### src/reset_src_pkg.sv
/*
 * Constants, register map and types for the flash, clock and software
 * reset-source block. Assumes an APB master with 32-bit data and 12-bit
 * byte addresses, and one 25 MHz system clock.
 */

package reset_src_pkg;

   // =========================================================================
   // Register indices (byte address is four times the index)
   // =========================================================================
   localparam logic [7:0] PROGRAM_STORE_CONTROL_IDX = 8'h8F;
   localparam logic [7:0] RESET_SOURCE_IDX          = 8'h90;
   localparam logic [7:0] LOCK_ADDR_IDX             = 8'h91;
   localparam logic [7:0] RTC_CONTROL_IDX           = 8'h92;
   localparam logic [7:0] RTC_MATCH_IDX             = 8'h93;
   localparam logic [7:0] RTC_TIMER_IDX             = 8'h94;
   localparam logic [7:0] IRQ_STATUS_IDX            = 8'h95;
   localparam logic [7:0] IRQ_MASK_IDX              = 8'h96;

   // =========================================================================
   // Field positions
   // =========================================================================
   localparam int FLASH_WRITE_ENABLE_BIT      = 0;
   localparam int FLASH_PAGE_ERASE_ENABLE_BIT = 1;
   localparam int SOFTWARE_RESET_FLAG_BIT     = 4;
   localparam int RTC_RESET_FLAG_BIT          = 5;
   localparam int FLASH_ERROR_FLAG_BIT        = 6;
   localparam int RTC_RESET_ENABLE_BIT        = 7;
   localparam int RTC_MISSING_CLK_EN_BIT      = 0;
   localparam int RTC_ALARM_EN_BIT            = 1;
   localparam int IRQ_FLASH_ERR_BIT           = 0;
   localparam int IRQ_OSC_FAIL_BIT            = 1;
   localparam int IRQ_ALARM_BIT               = 2;
   localparam int IRQ_SOFT_RESET_BIT          = 3;
   localparam int IRQ_WIDTH                   = 4;

   // =========================================================================
   // Reset values
   // =========================================================================
   localparam logic [1:0]  PSC_RESET        = 2'h0;
   localparam logic [7:0]  RESET_SRC_RESET  = 8'h00;
   localparam logic [15:0] LOCK_ADDR_RESET  = 16'hFBFF;
   localparam logic [1:0]  RTC_CTRL_RESET   = 2'h0;
   localparam logic [31:0] RTC_MATCH_RESET  = 32'h0000_0000;
   localparam logic [3:0]  IRQ_MASK_RESET   = 4'h0;

   // =========================================================================
   // Timing
   // =========================================================================
   localparam int CLK_HZ                 = 25_000_000;
   localparam int RTC_MIN_FREQ_HZ        = 20_000;
   // Longest tolerated gap between clock edges, rounded down
   localparam int MISSING_CLK_CYCLES     = CLK_HZ / RTC_MIN_FREQ_HZ;
   localparam int RESET_HOLD_CYCLES      = 16;

   // =========================================================================
   // Types and helpers
   // =========================================================================
   typedef enum logic [1:0] {
      SEQ_IDLE = 2'b00,
      SEQ_HOLD = 2'b01,
      SEQ_LAST = 2'b11
   } seq_state_t;

   function automatic logic [11:0] byte_addr(input logic [7:0] idx);
      byte_addr = {2'b00, idx, 2'b00};
   endfunction : byte_addr

endpackage : reset_src_pkg

### src/reset_src_ctrl.sv
/*
 * Reset-source logic: flash access checking, program store control,
 * real-time clock oscillator-fail and alarm resets, software reset,
 * reset-cause flags and a held internal system reset. Assumes the core's
 * access strobes are on pclk; rtc_clk_pin and vdd_mon_en_pin are
 * asynchronous and are synchronised here.
 */
// The implementer's own choice: the APB slave port.
`timescale 1ns/1ns
`default_nettype none

module reset_src_ctrl
   import reset_src_pkg::*;
#(
   parameter int ADDR_W     = 16,
   parameter int HOLD_COUNT = RESET_HOLD_CYCLES,
   parameter int MISS_COUNT = MISSING_CLK_CYCLES
) (
   input  wire logic              pclk,
   input  wire logic              presetn,
   // APB slave
   input  wire logic              psel,
   input  wire logic              penable,
   input  wire logic              pwrite,
   input  wire logic [11:0]       paddr,
   input  wire logic [31:0]       pwdata,
   output logic      [31:0]       prdata,
   output logic                   pready,
   output logic                   pslverr,
   // Core accesses
   input  wire logic              fetch_valid,
   input  wire logic [ADDR_W-1:0] fetch_addr,
   input  wire logic              code_space_read_valid,
   input  wire logic [ADDR_W-1:0] code_space_read_addr,
   input  wire logic              data_move_external_wr,
   input  wire logic [ADDR_W-1:0] data_move_external_addr,
   input  wire logic [7:0]        data_move_external_data,
   // Security and supply status
   input  wire logic              sec_read_deny,
   input  wire logic              sec_write_deny,
   input  wire logic              vdd_mon_en_pin,
   input  wire logic              low_power_mode,
   // Real-time clock
   input  wire logic              rtc_clk_pin,
   // Flash and data memory requests
   output logic                   flash_write,
   output logic                   flash_page_erase,
   output logic      [ADDR_W-1:0] flash_addr,
   output logic      [7:0]        flash_data,
   output logic                   xram_write,
   // Reset and interrupt
   output logic                   system_reset_n,
   output logic                   irq
);

   if (ADDR_W < 8 || ADDR_W > 16) $error("ADDR_W must be 8..16");
   if (HOLD_COUNT < 2 || HOLD_COUNT > 255) $error("HOLD_COUNT must be 2..255");
   if (MISS_COUNT < 4 || MISS_COUNT > 65535) $error("MISS_COUNT must be 4..65535");

   function automatic logic above_lock(input logic [ADDR_W-1:0] a,
                                       input logic [15:0]       lock);
      above_lock = 16'(a) > lock;
   endfunction : above_lock

   // =========================================================================
   // Declarations
   // =========================================================================
   logic [1:0]        psc_q;
   logic              rtc_reset_enable_q;
   logic              flash_error_flag_q;
   logic              rtc_reset_flag_q;
   logic              software_reset_flag_q;
   logic [15:0]       lock_addr_q;
   logic [1:0]        rtc_ctrl_q;
   logic [31:0]       rtc_match_q;
   logic [31:0]       rtc_timer_q;
   logic [IRQ_WIDTH-1:0] irq_stat_q;
   logic [IRQ_WIDTH-1:0] irq_mask_q;
   logic [IRQ_WIDTH-1:0] irq_set;
   logic [2:0]        rtc_sync_q;
   logic [1:0]        vdd_sync_q;
   logic [15:0]       miss_cnt_q;
   logic              osc_fail_evt;
   logic              alarm_evt;
   logic              rtc_tick;
   seq_state_t        seq_q;
   logic [7:0]        hold_cnt_q;
   logic              in_reset;
   logic              flash_wr_err;
   logic              code_rd_err;
   logic              fetch_err;
   logic              flash_err_evt;
   logic              rtc_evt;
   logic              sw_evt;
   logic              apb_wr;
   logic [31:0]       rd_data;
   logic              rd_hit;

   assign in_reset = (seq_q != SEQ_IDLE);

   // =========================================================================
   // Synchronisers
   // =========================================================================
   always_ff @(posedge pclk or negedge presetn) begin
      if (!presetn) begin
         rtc_sync_q <= 3'h0;
         vdd_sync_q <= 2'h0;
      end else begin
         rtc_sync_q <= {rtc_sync_q[1:0], rtc_clk_pin};
         vdd_sync_q <= {vdd_sync_q[0], vdd_mon_en_pin};
      end
   end

   // Edge seen only between second and third stages
   assign rtc_tick = rtc_sync_q[1] & ~rtc_sync_q[2];

   // =========================================================================
   // Flash access checking
   // =========================================================================
   always_comb begin
      flash_wr_err = 1'b0;
      if (data_move_external_wr && psc_q[FLASH_WRITE_ENABLE_BIT]) begin
         flash_wr_err = above_lock(data_move_external_addr, lock_addr_q)
                      | sec_write_deny
                      | ~vdd_sync_q[1];
      end
   end

   assign code_rd_err = code_space_read_valid &
                        (above_lock(code_space_read_addr, lock_addr_q) | sec_read_deny);
   assign fetch_err   = fetch_valid & above_lock(fetch_addr, lock_addr_q);
   assign flash_err_evt = ~in_reset & (flash_wr_err | code_rd_err | fetch_err);

   // Faulting write never reaches flash; plain writes go to data memory
   always_ff @(posedge pclk or negedge presetn) begin
      if (!presetn) begin
         flash_write      <= 1'b0;
         flash_page_erase <= 1'b0;
         flash_addr       <= '0;
         flash_data       <= 8'h00;
         xram_write       <= 1'b0;
      end else begin
         flash_write      <= 1'b0;
         flash_page_erase <= 1'b0;
         xram_write       <= 1'b0;
         if (data_move_external_wr && !in_reset) begin
            if (!psc_q[FLASH_WRITE_ENABLE_BIT]) begin
               xram_write <= 1'b1;
            end else if (!flash_wr_err) begin
               flash_addr <= data_move_external_addr;
               flash_data <= data_move_external_data;
               if (psc_q[FLASH_PAGE_ERASE_ENABLE_BIT]) begin
                  flash_page_erase <= 1'b1;
               end else begin
                  flash_write      <= 1'b1;
               end
            end
         end
      end
   end

   // =========================================================================
   // Real-time clock: missing-clock detector, timer and alarm
   // =========================================================================
   // No low-power gating anywhere on this path so it still resets from sleep
   always_ff @(posedge pclk or negedge presetn) begin
      if (!presetn) begin
         miss_cnt_q <= 16'h0000;
      end else if (rtc_tick || !rtc_ctrl_q[RTC_MISSING_CLK_EN_BIT]) begin
         miss_cnt_q <= 16'h0000;
      end else if (miss_cnt_q != 16'(MISS_COUNT)) begin
         miss_cnt_q <= miss_cnt_q + 16'h0001;
      end
   end

   assign osc_fail_evt = rtc_ctrl_q[RTC_MISSING_CLK_EN_BIT] & ~rtc_tick &
                         (miss_cnt_q == 16'(MISS_COUNT - 1));

   always_ff @(posedge pclk or negedge presetn) begin
      if (!presetn) begin
         rtc_timer_q <= 32'h0000_0000;
      end else if (rtc_tick) begin
         rtc_timer_q <= rtc_timer_q + 32'h0000_0001;
      end
   end

   assign alarm_evt = rtc_ctrl_q[RTC_ALARM_EN_BIT] & rtc_tick &
                      (rtc_timer_q == rtc_match_q);

   assign rtc_evt = rtc_reset_enable_q & (osc_fail_evt | alarm_evt) & ~in_reset;

   // =========================================================================
   // APB slave
   // =========================================================================
   // No wait state: read data and error are registered in the setup phase, ready in the first access cycle
   assign apb_wr = psel & penable & pready & pwrite;
   assign sw_evt = apb_wr & (paddr == byte_addr(RESET_SOURCE_IDX)) &
                   pwdata[SOFTWARE_RESET_FLAG_BIT] & ~in_reset;

   always_comb begin
      rd_data = 32'h0000_0000;
      rd_hit  = 1'b1;
      case (paddr)
         byte_addr(PROGRAM_STORE_CONTROL_IDX): rd_data = {30'h0, psc_q};
         byte_addr(RESET_SOURCE_IDX): begin
            rd_data[RTC_RESET_ENABLE_BIT]    = rtc_reset_enable_q;
            rd_data[FLASH_ERROR_FLAG_BIT]    = flash_error_flag_q;
            rd_data[RTC_RESET_FLAG_BIT]      = rtc_reset_flag_q;
            rd_data[SOFTWARE_RESET_FLAG_BIT] = software_reset_flag_q;
         end
         byte_addr(LOCK_ADDR_IDX):   rd_data = {16'h0000, lock_addr_q};
         byte_addr(RTC_CONTROL_IDX): rd_data = {30'h0, rtc_ctrl_q};
         byte_addr(RTC_MATCH_IDX):   rd_data = rtc_match_q;
         byte_addr(RTC_TIMER_IDX):   rd_data = rtc_timer_q;
         byte_addr(IRQ_STATUS_IDX):  rd_data = {28'h0, irq_stat_q};
         byte_addr(IRQ_MASK_IDX):    rd_data = {28'h0, irq_mask_q};
         default:                    rd_hit  = 1'b0;
      endcase
   end

   always_ff @(posedge pclk or negedge presetn) begin
      if (!presetn) begin
         pready  <= 1'b0;
         prdata  <= 32'h0000_0000;
         pslverr <= 1'b0;
      end else if (psel && !penable) begin
         pready  <= 1'b1;
         prdata  <= pwrite ? 32'h0000_0000 : rd_data;
         pslverr <= ~rd_hit;
      end else begin
         pready  <= 1'b0;
         pslverr <= 1'b0;
      end
   end

   // =========================================================================
   // Software-written registers
   // =========================================================================
   // Program store control also clears on the internal system reset
   always_ff @(posedge pclk or negedge presetn) begin
      if (!presetn) begin
         psc_q <= PSC_RESET;
      end else if (in_reset) begin
         psc_q <= PSC_RESET;
      end else if (apb_wr && paddr == byte_addr(PROGRAM_STORE_CONTROL_IDX)) begin
         psc_q <= pwdata[1:0];
      end
   end

   always_ff @(posedge pclk or negedge presetn) begin
      if (!presetn) begin
         rtc_reset_enable_q <= RESET_SRC_RESET[RTC_RESET_ENABLE_BIT];
      end else if (apb_wr && paddr == byte_addr(RESET_SOURCE_IDX)) begin
         rtc_reset_enable_q <= pwdata[RTC_RESET_ENABLE_BIT];
      end
   end

   always_ff @(posedge pclk or negedge presetn) begin
      if (!presetn) begin
         lock_addr_q <= LOCK_ADDR_RESET;
         rtc_ctrl_q  <= RTC_CTRL_RESET;
         rtc_match_q <= RTC_MATCH_RESET;
         irq_mask_q  <= IRQ_MASK_RESET;
      end else if (apb_wr) begin
         case (paddr)
            byte_addr(LOCK_ADDR_IDX):   lock_addr_q <= pwdata[15:0];
            byte_addr(RTC_CONTROL_IDX): rtc_ctrl_q  <= pwdata[1:0];
            byte_addr(RTC_MATCH_IDX):   rtc_match_q <= pwdata;
            byte_addr(IRQ_MASK_IDX):    irq_mask_q  <= pwdata[IRQ_WIDTH-1:0];
            default: ;
         endcase
      end
   end

   // =========================================================================
   // Reset-cause flags
   // =========================================================================
   // Flags survive the internal reset; only the newest cause stays set
   always_ff @(posedge pclk or negedge presetn) begin
      if (!presetn) begin
         flash_error_flag_q    <= 1'b0;
         rtc_reset_flag_q      <= 1'b0;
         software_reset_flag_q <= 1'b0;
      end else if (flash_err_evt) begin
         flash_error_flag_q    <= 1'b1;
         rtc_reset_flag_q      <= 1'b0;
         software_reset_flag_q <= 1'b0;
      end else if (rtc_evt) begin
         flash_error_flag_q    <= 1'b0;
         rtc_reset_flag_q      <= 1'b1;
         software_reset_flag_q <= 1'b0;
      end else if (sw_evt) begin
         flash_error_flag_q    <= 1'b0;
         rtc_reset_flag_q      <= 1'b0;
         software_reset_flag_q <= 1'b1;
      end
   end

   // =========================================================================
   // Interrupt status, write one to clear, set wins
   // =========================================================================
   always_comb begin
      irq_set = '0;
      irq_set[IRQ_FLASH_ERR_BIT]  = flash_err_evt;
      irq_set[IRQ_OSC_FAIL_BIT]   = osc_fail_evt;
      irq_set[IRQ_ALARM_BIT]      = alarm_evt;
      irq_set[IRQ_SOFT_RESET_BIT] = sw_evt;
   end

   always_ff @(posedge pclk or negedge presetn) begin
      if (!presetn) begin
         irq_stat_q <= '0;
      end else if (apb_wr && paddr == byte_addr(IRQ_STATUS_IDX)) begin
         irq_stat_q <= (irq_stat_q & ~pwdata[IRQ_WIDTH-1:0]) | irq_set;
      end else begin
         irq_stat_q <= irq_stat_q | irq_set;
      end
   end

   always_ff @(posedge pclk or negedge presetn) begin
      if (!presetn) begin
         irq <= 1'b0;
      end else begin
         irq <= |(irq_stat_q & irq_mask_q);
      end
   end

   // =========================================================================
   // Internal reset sequencer
   // =========================================================================
   // Drives only the internal reset; the external pin is never an output
   always_ff @(posedge pclk or negedge presetn) begin
      if (!presetn) begin
         seq_q          <= SEQ_IDLE;
         hold_cnt_q     <= 8'h00;
         system_reset_n <= 1'b1;
      end else begin
         case (seq_q)
            SEQ_IDLE: begin
               if (flash_err_evt || rtc_evt || sw_evt) begin
                  seq_q          <= SEQ_HOLD;
                  hold_cnt_q     <= 8'(HOLD_COUNT - 2);
                  system_reset_n <= 1'b0;
               end
            end
            SEQ_HOLD: begin
               if (hold_cnt_q == 8'h00) begin
                  seq_q <= SEQ_LAST;
               end else begin
                  hold_cnt_q <= hold_cnt_q - 8'h01;
               end
            end
            SEQ_LAST: begin
               seq_q          <= SEQ_IDLE;
               system_reset_n <= 1'b1;
            end
            default: begin
               seq_q          <= SEQ_IDLE;
               system_reset_n <= 1'b1;
            end
         endcase
      end
   end

endmodule : reset_src_ctrl

`default_nettype wire

### config.mk
export PLATFORM = sky130hd
export DESIGN_NAME = reset_src_ctrl
export DESIGN_NICKNAME = d
export VERILOG_FILES = /design/src/reset_src_pkg.sv /design/src/reset_src_ctrl.sv
export SDC_FILE = /design/constraint.sdc
export NUM_CORES = 1
export LEC_CHECK = 0
export ABC_CLOCK_PERIOD_IN_PS = 8300
export BUFFER_PORTS_ARGS = -buffer_cell sky130_fd_sc_hd__buf_4
export CAP_MARGIN = 20
export CORE_ASPECT_RATIO = 0.7
export CORE_UTILIZATION = 50
export DETAILED_ROUTE_END_ITERATION = 6
export GPL_TIMING_DRIVEN = 0
export PLACE_DENSITY = 0.82
export REMOVE_ABC_BUFFERS = 1
export SYNTH_ARGS = -nofsm -noshare
export SYNTH_HDL_FRONTEND = slang
export SYNTH_SLANG_ARGS = --single-unit
### constraint.sdc
create_clock -name pclk -period 8.3 [get_ports pclk]
set_input_delay 0.415 -clock pclk [delete_from_list [all_inputs] [get_ports pclk]]
set_output_delay 0.415 -clock pclk [all_outputs]
set_load 0.02 [all_outputs]
==> results of run 1 <==
[stage by stage]
stage	area [sq um]	setup slack, ns	power, mW
final	12200	4.69	2.15
after global routing	12200	4.54	2.24
after CTS	12200	4.79	2.16
after detailed placement	11600	4.83	1.34
after global placement	11500	1.14	1.32
after floorplan	9860	4.22	1.20
[layout make-up]
class	count	area, sq um	share of cell area, %
Timing Repair Buffer	181	1400	11.5
Inverter	30	113	0.923
Multi-Input combinational cell	688	5000	41.0
Clock buffer	23	478	3.92
Tap cell	264	330	2.71
Clock inverter	9	110	0.902
Sequential cell	190	4770	39.1
[final timing paths]
check,cells past startpoint,endpoint,slack (ns)
max reg2reg,8,software_reset_flag_q$_DFFE_PN0P_,4.69
max,8,software_reset_flag_q$_DFFE_PN0P_,4.69
min reg2reg,0,rtc_sync_q[1]$_DFF_PN0_,0.35
min in group asynchronous,2,flash_data[4]$_DFFE_PN0P_,0.52
max in group asynchronous,3,rtc_timer_q[20]$_DFFE_PN0P_,6.79
min,1,vdd_sync_q[0]$_DFF_PN0_,0.08
[metal layers]
| layer | global-route usage, % | wire length, um | up-vias |
|---|---|---|---|
| li1 | - | - | 3746 |
| met1 | 38.6 | 12200 | 4013 |
| met2 | 39.6 | 11700 | 333 |
| met3 | 6.91 | 2220 | 33 |
| met5 | 0 | 0 | - |
| met4 | 6.58 | 426 | 0 |
[synth_stat cells, types with 26 or more instances]
cell	n	area, sq um
a22oi_1	29	218
xor2_1	47	412
nand3_1	27	135
xnor2_1	28	245
a21oi_1	27	135
o21ai_0	64	320
ha_1	54	676
dfrtp_1	174	4350
nor2_1	47	176
inv_1	30	113
mux2_2	82	923
clkbuf_1	26	97.6
nand2_1	100	375
[layout by cell type (no fill, tap or decap), types with 7 or more instances in the layout]
master / netlist / layout
buf_4: 0 / 174
mux2_2: 82 / 82
and4_1: 10 / 10
ha_1: 54 / 54
dfrtp_1: 174 / 174
clkbuf_16: 0 / 17
nor3_1: 14 / 13
nor2_1: 47 / 47
xor2_1: 47 / 47
inv_1: 30 / 30
dfstp_2: 16 / 16
a21oi_1: 27 / 26
a21o_1: 7 / 7
xnor2_1: 28 / 28
nand3_1: 27 / 27
nor2b_1: 9 / 9
and3_1: 9 / 8
a22oi_1: 29 / 29
nor4_1: 23 / 23
o21ai_0: 64 / 63
nand2b_1: 8 / 7
nand2_1: 100 / 100
nand4_1: 22 / 22
[worst max-delay path, delay by kind of cell (launching register included)]
family	cells	cell delay (ns)
compound gates	3	1.36
fa+ha+maj	1	0.31
buf+inv	1	0.08
simple gates	3	1.23
flops	1	0.53
[kinds of logic after synthesis]
group,synth area share [%]
AO/OA/AOI/OAI,11.1
XOR/XNOR,6.56
adder cells (fa/ha/maj),6.75
buffers and inverters,2.58
flip-flops,47.7
multiplexers,9.74
AND/OR/NAND/NOR,15.6
[registers in the layout, indices dropped and copies added (netlist names), 2 cells and up]
register	cells
prdata	32
rtc_match_q	32
rtc_timer_q	32
flash_addr	16
lock_addr_q	16
miss_cnt_q	16
flash_data	8
hold_cnt_q	8
irq_mask_q	4
irq_stat_q	4
rtc_sync_q	3
psc_q	2
rtc_ctrl_q	2
seq_q	2
vdd_sync_q	2
[power by group]
| group | internal, mW | switching (mW) | total [mW] |
|---|---|---|---|
| Clock | 0.468 | 0.359 | 0.827 |
| Sequential | 0.970 | 0.0611 | 1.03 |
| Combinational | 0.139 | 0.158 | 0.297 |
[timing repair]
| item | 4_1_cts | 5_1_grt |
|---|---|---|
| setup endpoints to repair | 0 | 0 |
| hold buffers | 1 | 0 |
| hold endpoints to repair | 63 | 0 |
| setup buffers | 0 | 0 |
==> impl_metrics.tcl, run 1 <==
set metrics [dict create \
    critPathCaptureType "flip-flop" \
    r2r-start "lock_addr_q[13]$_DFFE_PN1P_" \
    cts_sinks 190 \
    gp_congestion 0.865 \
    post_drt_via_cell_ratio 5.87 \
    min_period_over_period_pct 43.5 \
    post-dp-hpwl_um 19500 \
    drv_slew 0 \
    n_fill_cell 1536 \
    startpoint "lock_addr_q[13]$_DFFE_PN1P_" \
    crit_arrival_ns 3.94 \
    status "completed" \
    num_io_pins 176 \
    first_global_vias 8066 \
    async_flop_share_pct 100 \
    crit_slowest_cell "nor4_1" \
    cp_max_fo 5 \
    track_usage_pct 26.6 \
    path_class "reg2reg" \
    cp-start-kind "flip-flop" \
    core_area_sq_um 19200 \
    cts_buffers 17 \
    root_buffer "clkbuf_16" \
    vias 8125 \
    finalHoldViolCount 0 \
    start_util_pct 52.0 \
    clock_path_buffers 2 \
    ys_ff_latch 190 \
    hold_slack_ns 0.0846 \
    nNetsFinal 1275 \
    fmax_mhz 277 \
    syn-instance-count 943 \
    drtPass1Iterations 5 \
    syn2layout_area_growth_pct 22.0 \
    htree_levels 4 \
    fin_cells 1385 \
    min-delay-start "vdd_mon_en_pin" \
    vdd_drop_max_uv 90.7 \
    placementRows 42 \
    drc 0 \
    powerDensity_nw_per_um2 177 \
    synth_edf_count 0 \
    yosysSeqAreaShare_pct 47.7 \
    drtIter0Drc 629 \
    hold_path.class "in2reg" \
    die-area_sq_um 20600 \
    numPlacedInstances 1351 \
    crit_required_ns 8.63 \
    diodes 0 \
    layout-drive-gt1-share_pct 29.4 \
    cts.repair.resized 0 \
    skew_ns 0.0100 \
    yosys_warnings 0 \
    avgRoutedWirePerCell_um 19.1 \
    crit_chain "inv_1 > ha_1 > nand4_1 > nor4_1 > o21ai_0 > a31o_2 > a311oi_1 > and3b_1" \
    finalSetupTns_ns 0 \
    cts_tree "built" \
    die_w_um 171 \
    synth_cell_types 67 \
    worst_slew_pin_slew_ns 0.995 \
    portBuffers 174 \
    antenna_found_initial 0 \
    finalSetupViolations 0 \
    die_y_um 120 \
    clk_latency_ns 0.44 \
    synth_area_sq_um 10000 \
    grt-ovfl-total 0 \
    utilization_pct 63.5 \
    grt_max_degree 117 \
    grt_pass1_wl_um 42200 \
    synth_area_per_cell_sq_um 10.6 \
    layout_min_cycle_time_ns 3.61 \
    rsz0062_at_grt "false" \
    synth-main-ff-cell "dfrtp_1" \
    relSlewSlack_pct 33.6 \
    slowest_delay_ns 0.76 \
    wl_um 26500 \
    drtAntennaViolNets 0 \
    clk_pin_slew_ns 0.07 \
    leakage_nw 5.78 \
    max_cap_viol_count 0 \
]
No activity file was read; power rests on OpenSTA's default activity.
==> run 2, diff against run 1 <==
--- a/config.mk
+++ b/config.mk
@@ -5,14 +5,14 @@
 export SDC_FILE = /design/constraint.sdc
 export NUM_CORES = 1
 export LEC_CHECK = 0
-export ABC_CLOCK_PERIOD_IN_PS = 8300
+export ABC_CLOCK_PERIOD_IN_PS = 3130
 export BUFFER_PORTS_ARGS = -buffer_cell sky130_fd_sc_hd__buf_4
 export CAP_MARGIN = 20
 export CORE_ASPECT_RATIO = 0.7
 export CORE_UTILIZATION = 50
 export DETAILED_ROUTE_END_ITERATION = 6
 export GPL_TIMING_DRIVEN = 0
-export PLACE_DENSITY = 0.82
+export PLACE_DENSITY = 0.84
 export REMOVE_ABC_BUFFERS = 1
 export SYNTH_ARGS = -nofsm -noshare
 export SYNTH_HDL_FRONTEND = slang
==> constraint.sdc (replaced) <==
create_clock -name pclk -period 3.13 [get_ports pclk]
set_input_delay 0.1565 -clock pclk [delete_from_list [all_inputs] [get_ports pclk]]
set_output_delay 0.1565 -clock pclk [all_outputs]
set_load 0.02 [all_outputs]
==> run 2 against run 1 <==
  * The run now ends with design-rule violations left
  * Die area is the same
  * Setup slack got worse by 4.6 ns
  * Via count up 4.6%
  * Sequential cell count did not move
  * Sequential power rose to 2.7 times the previous value
  * Critical path type unchanged
  * Largest power group unchanged
==> impl_metrics.tcl, run 2 (same netlist as run 1, synthesis figures left out) <==
set metrics [dict create \
    avgRoutedWirePerCell_um 19.6 \
    finalHoldViolCount 0 \
    utilization_pct 67.4 \
    grt-ovfl-total 0 \
    skew_ns 0.00936 \
    fmax_mhz 329 \
    crit_arrival_ns 3.37 \
    rsz0062_at_grt "true" \
    layout_common_cells "176 x buf_4, 174 x dfrtp_1, 100 x nand2_1" \
    num_io_pins 176 \
    finalInstanceArea_sq_um 13000 \
    cp_max_fo 5 \
    worst_slew_pin_slew_ns 0.926 \
    drtPass1Iterations 7 \
    nNetsFinal 1337 \
    clock_path_buffers 2 \
    status "complete, but fails checks" \
    preCtsSetupSlack_ns -0.310 \
    htree_levels 4 \
    post_dp_cell_area_sq_um 11600 \
    crit_buf_inv 1 \
    path_class "reg2reg" \
    finalPower_mw 6.06 \
    cts_buffers 17 \
    violations "design-rule violations" \
    first_global_vias 8433 \
    cts_sinks 190 \
    die-area_sq_um 20600 \
    placementRows 42 \
    finalSetupTns_ns 0 \
    portBuffers 174 \
    layout_min_cycle_time_ns 3.04 \
    crit_chain "inv_1 > ha_1 > nand4_1 > nor4_4 > o21ai_0 > a31o_2 > a311oi_2 > and3b_1" \
    powerDensity_nw_per_um2 467 \
    drtAntennaViolNets 0 \
    cpLargestDelayFamily "compound AO/OA/AOI/OAI gates" \
    clk_pin_slew_ns 0.07 \
    crit_required_ns 3.46 \
    vdd_drop_max_uv 335 \
    slowest_delay_ns 0.55 \
    diodes 0 \
    grt_pass1_wl_um 44800 \
    die_y_um 120 \
    start_util_pct 52.0 \
    max_cap_viol_count 0 \
    min_period_over_period_pct 97.0 \
    final_common_cell "buf_4" \
    grt_max_degree 101 \
    core_area_sq_um 19200 \
    die_w_um 171 \
    root_buffer "clkbuf_16" \
    wl_um 28400 \
    critPathCaptureType "flip-flop" \
    reg.largest.list "prdata: 32 flops, rtc_match_q: 32 flops, rtc_timer_q: 32 flops" \
    clk_latency_ns 0.44 \
    crit_slowest_cell "a311oi_2" \
    layout-drive-gt1-share_pct 28.8 \
    post-dp-hpwl_um 19800 \
    cts_tree "built" \
    drc 2 \
    relSlewSlack_pct 38.2 \
    drtIter0Drc 721 \
    gp_congestion 0.886 \
    syn2layout_area_growth_pct 29.6 \
    n_fill_cell 1388 \
    post_drt_via_cell_ratio 5.87 \
    hold_path.class "in2reg" \
    cp-start-kind "flip-flop" \
    track_usage_pct 28.3 \
    finalSetupViolations 0 \
    vias 8499 \
    leakage_nw 6.11 \
    drv_slew 0 \
    antenna_found_initial 0 \
    setup_slack_ns 0.0944 \
]
run 2: cell types whose count changed in the layout (fill, tap and decap cells not counted), sizes merged:
cell / before / now
clkinvlp: 3 / 2
bufinv: 2 / 5
a21oi: 27 / 28
dlygate4sd3: 1 / 58
inv: 30 / 33
clkbuf: 24 / 20
buf: 179 / 184
clkinv: 4 / 2
run 2: per-layer routing:
layer	global-route usage, %	vias up	routed length [um]
li1	-	3873	-
met1	40.0	4176	12500
met4	6.92	0	483
met5	0	-	0
met2	43.4	410	12700
met3	7.56	40	2670
run 2: report_power, final:
group	internal (mW)	switching, mW
registers	2.57	0.156
logic	0.420	0.453
clock network	1.47	0.987
run 2: path summary, 6_finish.rpt:
| path | startpoint | to | slack, ns | cells past startpoint |
|---|---|---|---|---|
| max reg2reg | lock_addr_q[13]$_DFFE_PN1P_ | software_reset_flag_q$_DFFE_PN0P_ | 0.09 | 8 |
| min | pwdata[0] | irq_mask_q[0]$_DFFE_PN0P_ | 0.02 | 2 |
| max in group asynchronous | presetn | lock_addr_q[9]$_DFFE_PN1P_ | 1.83 | 3 |
| min reg2reg | vdd_sync_q[0]$_DFF_PN0_ | vdd_sync_q[1]$_DFF_PN0_ | 0.35 | 0 |
| max | lock_addr_q[13]$_DFFE_PN1P_ | software_reset_flag_q$_DFFE_PN0P_ | 0.09 | 8 |
| min in group asynchronous | presetn | flash_data[4]$_DFFE_PN0P_ | 0.33 | 2 |
run 2: timing repair:
item / CTS / global route
hold endpoints to repair: 162 / 0
hold buffers: 58 / 0
setup buffers: 4 / 0
gates resized for setup: 3 / 7
endpoints found under the setup margin: 29 / 11
pin swaps: 2 / 0
gates cloned: 1 / 0
run 2: metrics by stage:
step / cells / hold WS (ns)
floorplan: 908 / -0.139
global placement: 1346 / 0.270
detailed placement: 1351 / 0.221
finish: 1447 / 0.0232
global route: 1447 / 0.0100
CTS: 1446 / 0.00299
run 2: final cells by class:
cell class,instances,area (sq um),share of cell area [%]
flip-flops and latches,190,4770,36.8
well taps,264,330,2.55
repair buffers,242,2020,15.6
inverters,30,113,0.868
clock buffers,20,457,3.52
multi-input cells,689,5070,39.1
clock inverters,12,205,1.58
==> run 3, diff against run 2 <==
--- a/config.mk
+++ b/config.mk
@@ -5,14 +5,14 @@
 export SDC_FILE = /design/constraint.sdc
 export NUM_CORES = 1
 export LEC_CHECK = 0
-export ABC_CLOCK_PERIOD_IN_PS = 3130
+export ABC_CLOCK_PERIOD_IN_PS = 3100
 export BUFFER_PORTS_ARGS = -buffer_cell sky130_fd_sc_hd__buf_4
 export CAP_MARGIN = 20
 export CORE_ASPECT_RATIO = 0.7
 export CORE_UTILIZATION = 50
 export DETAILED_ROUTE_END_ITERATION = 6
 export GPL_TIMING_DRIVEN = 0
-export PLACE_DENSITY = 0.84
+export PLACE_DENSITY = 0.82
 export REMOVE_ABC_BUFFERS = 1
 export SYNTH_ARGS = -nofsm -noshare
 export SYNTH_HDL_FRONTEND = slang
==> constraint.sdc (replaced) <==
create_clock -name pclk -period 3.1 [get_ports pclk]
set_input_delay 0.155 -clock pclk [delete_from_list [all_inputs] [get_ports pclk]]
set_output_delay 0.155 -clock pclk [all_outputs]
set_load 0.02 [all_outputs]
==> run 3 against run 2 <==
  * Combinational power is essentially flat
  * Final cell count stayed put
  * Sequential power about the same
  * Core utilization is 0.46 points lower
  * Highest routed layer unchanged
  * The flow now finishes without violations
  * Setup slack worse by 0.084 ns
  * Final area is 0.68% lower
  * Register-to-register slack worse by 0.08 ns
  * Critical path depth unchanged
  * Sequential share of layout area increased by 0.25 points
  * Global-route usage shrank 0.17 points
  * Clock skew increased by 0.0017 ns
  * Clock power fell by 9.8%
==> impl_metrics.tcl, run 3 (same netlist as run 1, synthesis figures left out) <==
set metrics [dict create \
    status "completed" \
    post_dp_cell_area_sq_um 11600 \
    grt_max_degree 117 \
    die_w_um 171 \
    drtIter0Drc 638 \
    diodes 0 \
    grt-ovfl-total 0 \
    clock_path_buffers 2 \
    crit_required_ns 3.43 \
    worst_slew_pin_slew_ns 0.980 \
    gp_congestion 0.865 \
    post_drt_via_cell_ratio 5.89 \
    layout_min_cycle_time_ns 3.09 \
    start_util_pct 52.0 \
    placementRows 42 \
    relSlewSlack_pct 34.6 \
    cts_sinks 190 \
    crit_arrival_ns 3.42 \
    drtAntennaViolNets 0 \
    core_area_sq_um 19200 \
    post-dp-hpwl_um 19500 \
    utilization_pct 67.0 \
    path_class "reg2reg" \
    drc 0 \
    final_common_cell "buf_4" \
    grt_pass1_wl_um 44600 \
    rsz0062_at_grt "true" \
    drtPass1Iterations 5 \
    powerDensity_nw_per_um2 455 \
    leakage_nw 6.07 \
    track_usage_pct 28.2 \
    setup_slack_ns 0.0108 \
    switching_share_pct 27.1 \
    switchingPower_mw 1.59 \
    cp-start-kind "flip-flop" \
    die-area_sq_um 20600 \
    cts_tree "built" \
    vdd_drop_max_uv 247 \
    slowest_delay_ns 0.53 \
    num_io_pins 176 \
    layout-drive-gt1-share_pct 28.6 \
    crit_slowest_cell "dfstp_2" \
    finalSetupViolations 0 \
    die_y_um 120 \
    hold_depth 2 \
    antenna_found_initial 0 \
    layout_common_cells "177 x buf_4, 174 x dfrtp_1, 100 x nand2_1" \
    nNetsFinal 1337 \
    wl_um 28200 \
    min_period_over_period_pct 99.7 \
    fmax_mhz 324 \
    clockPowerShare_pct 37.9 \
    drv_slew 0 \
    seqPwrFrac_pct 47.2 \
    syn2layout_area_growth_pct 28.7 \
    n_fill_cell 1414 \
    skew_ns 0.0111 \
    portBuffers 174 \
    hold_path.class "in2reg" \
    cts_buffers 17 \
    htree_levels 4 \
    root_buffer "clkbuf_16" \
    max_cap_viol_count 0 \
    first_global_vias 8524 \
    finalInstanceArea_sq_um 12900 \
    crit_chain "inv_1 > ha_1 > nand4_1 > nor4_4 > o21ai_0 > a31o_2 > a311oi_2 > and3b_1" \
    vias 8516 \
    preCtsSetupSlack_ns -0.366 \
    reg.largest.list "prdata: 32 flops, rtc_match_q: 32 flops, rtc_timer_q: 32 flops" \
    clk_pin_slew_ns 0.07 \
    critPathCaptureType "flip-flop" \
    r2r_cells 8 \
    pwr-share-comb_pct 14.9 \
    cp_max_fo 5 \
    avgRoutedWirePerCell_um 19.5 \
    internal_power_mw 4.27 \
    clk_latency_ns 0.44 \
    finalHoldViolCount 0 \
]
## run 3: per-layer routing
| metal | vias to the layer above | wire [um] | track usage (%) | part of all wire, % |
|---|---|---|---|---|
| li1 | 3880 | - | - | - |
| met1 | 4219 | 12600 | 40.3 | 45 |
| met2 | 371 | 12800 | 42.8 | 45 |
| met3 | 46 | 2340 | 6.64 | 8.3 |
| met4 | 0 | 489 | 7.42 | 1.7 |
| met5 | - | 0 | 0 | 0 |
## run 3: cell type report
| class | instances | area, sq um | share of cell area (%) |
|---|---|---|---|
| inverters | 30 | 113 | 0.874 |
| clock buffers | 23 | 478 | 3.71 |
| flip-flops and latches | 190 | 4770 | 37.1 |
| repair buffers | 242 | 2010 | 15.6 |
| clock inverters | 9 | 110 | 0.855 |
| multi-input cells | 689 | 5060 | 39.3 |
| well taps | 264 | 330 | 2.56 |
## run 3: path summary, 6_finish.rpt
path	startpoint	to	slack, ns
min in group asynchronous	presetn	flash_data[4]$_DFFE_PN0P_	0.26
hold / removal	pwdata[0]	rtc_match_q[0]$_DFFE_PN0P_	0.02
setup / recovery	lock_addr_q[13]$_DFFE_PN1P_	software_reset_flag_q$_DFFE_PN0P_	0.01
setup reg to reg	lock_addr_q[13]$_DFFE_PN1P_	software_reset_flag_q$_DFFE_PN0P_	0.01
max in group asynchronous	presetn	rtc_match_q[7]$_DFFE_PN0P_	1.86
hold reg to reg	vdd_sync_q[0]$_DFF_PN0_	vdd_sync_q[1]$_DFF_PN0_	0.35
## run 3: power groups by stage
stage          Sequential, mW  Clock [mW]  Combinational, mW
3_5_place_dp             2.79           0              0.782
4_1_cts                  2.75        2.23              0.851
5_1_grt                  2.78        2.33              0.965
6_report                 2.76        2.22              0.874
3_3_place_gp             2.79           0              0.740
2_1_floorplan            2.76           0              0.450
## run 3: what timing repair did
action                     4_1_cts  5_1_grt
hold buffers                    58        0
gates resized for setup          4        4
setup buffers                    4        0
setup endpoints to repair       31       15
gates cloned                     1        0
pin swaps                        2        0
hold endpoints to repair       137        0
## run 3: metrics by stage
step                      setup TNS, ns  hold slack [ns]  cells  power, mW
after floorplan                  -23.04           -0.141    908       3.21
after global placement          -142.24            0.268   1346       3.53
after detailed placement          -8.78            0.166   1351       3.58
after CTS                             0           0.0170   1446       5.83
after global routing            -0.0631           0.0253   1447       6.08
final                                 0           0.0236   1447       5.86
## run 3: worst max-delay path: cells and delay by family, from the launching register on
family | cells | cell delay, ns
AOI/OAI and AO/OA | 3 | 1.07
buffers and inverters | 1 | 0.09
and+or+nand+nor | 3 | 0.99
adders and majority gates | 1 | 0.31
DFF | 1 | 0.53
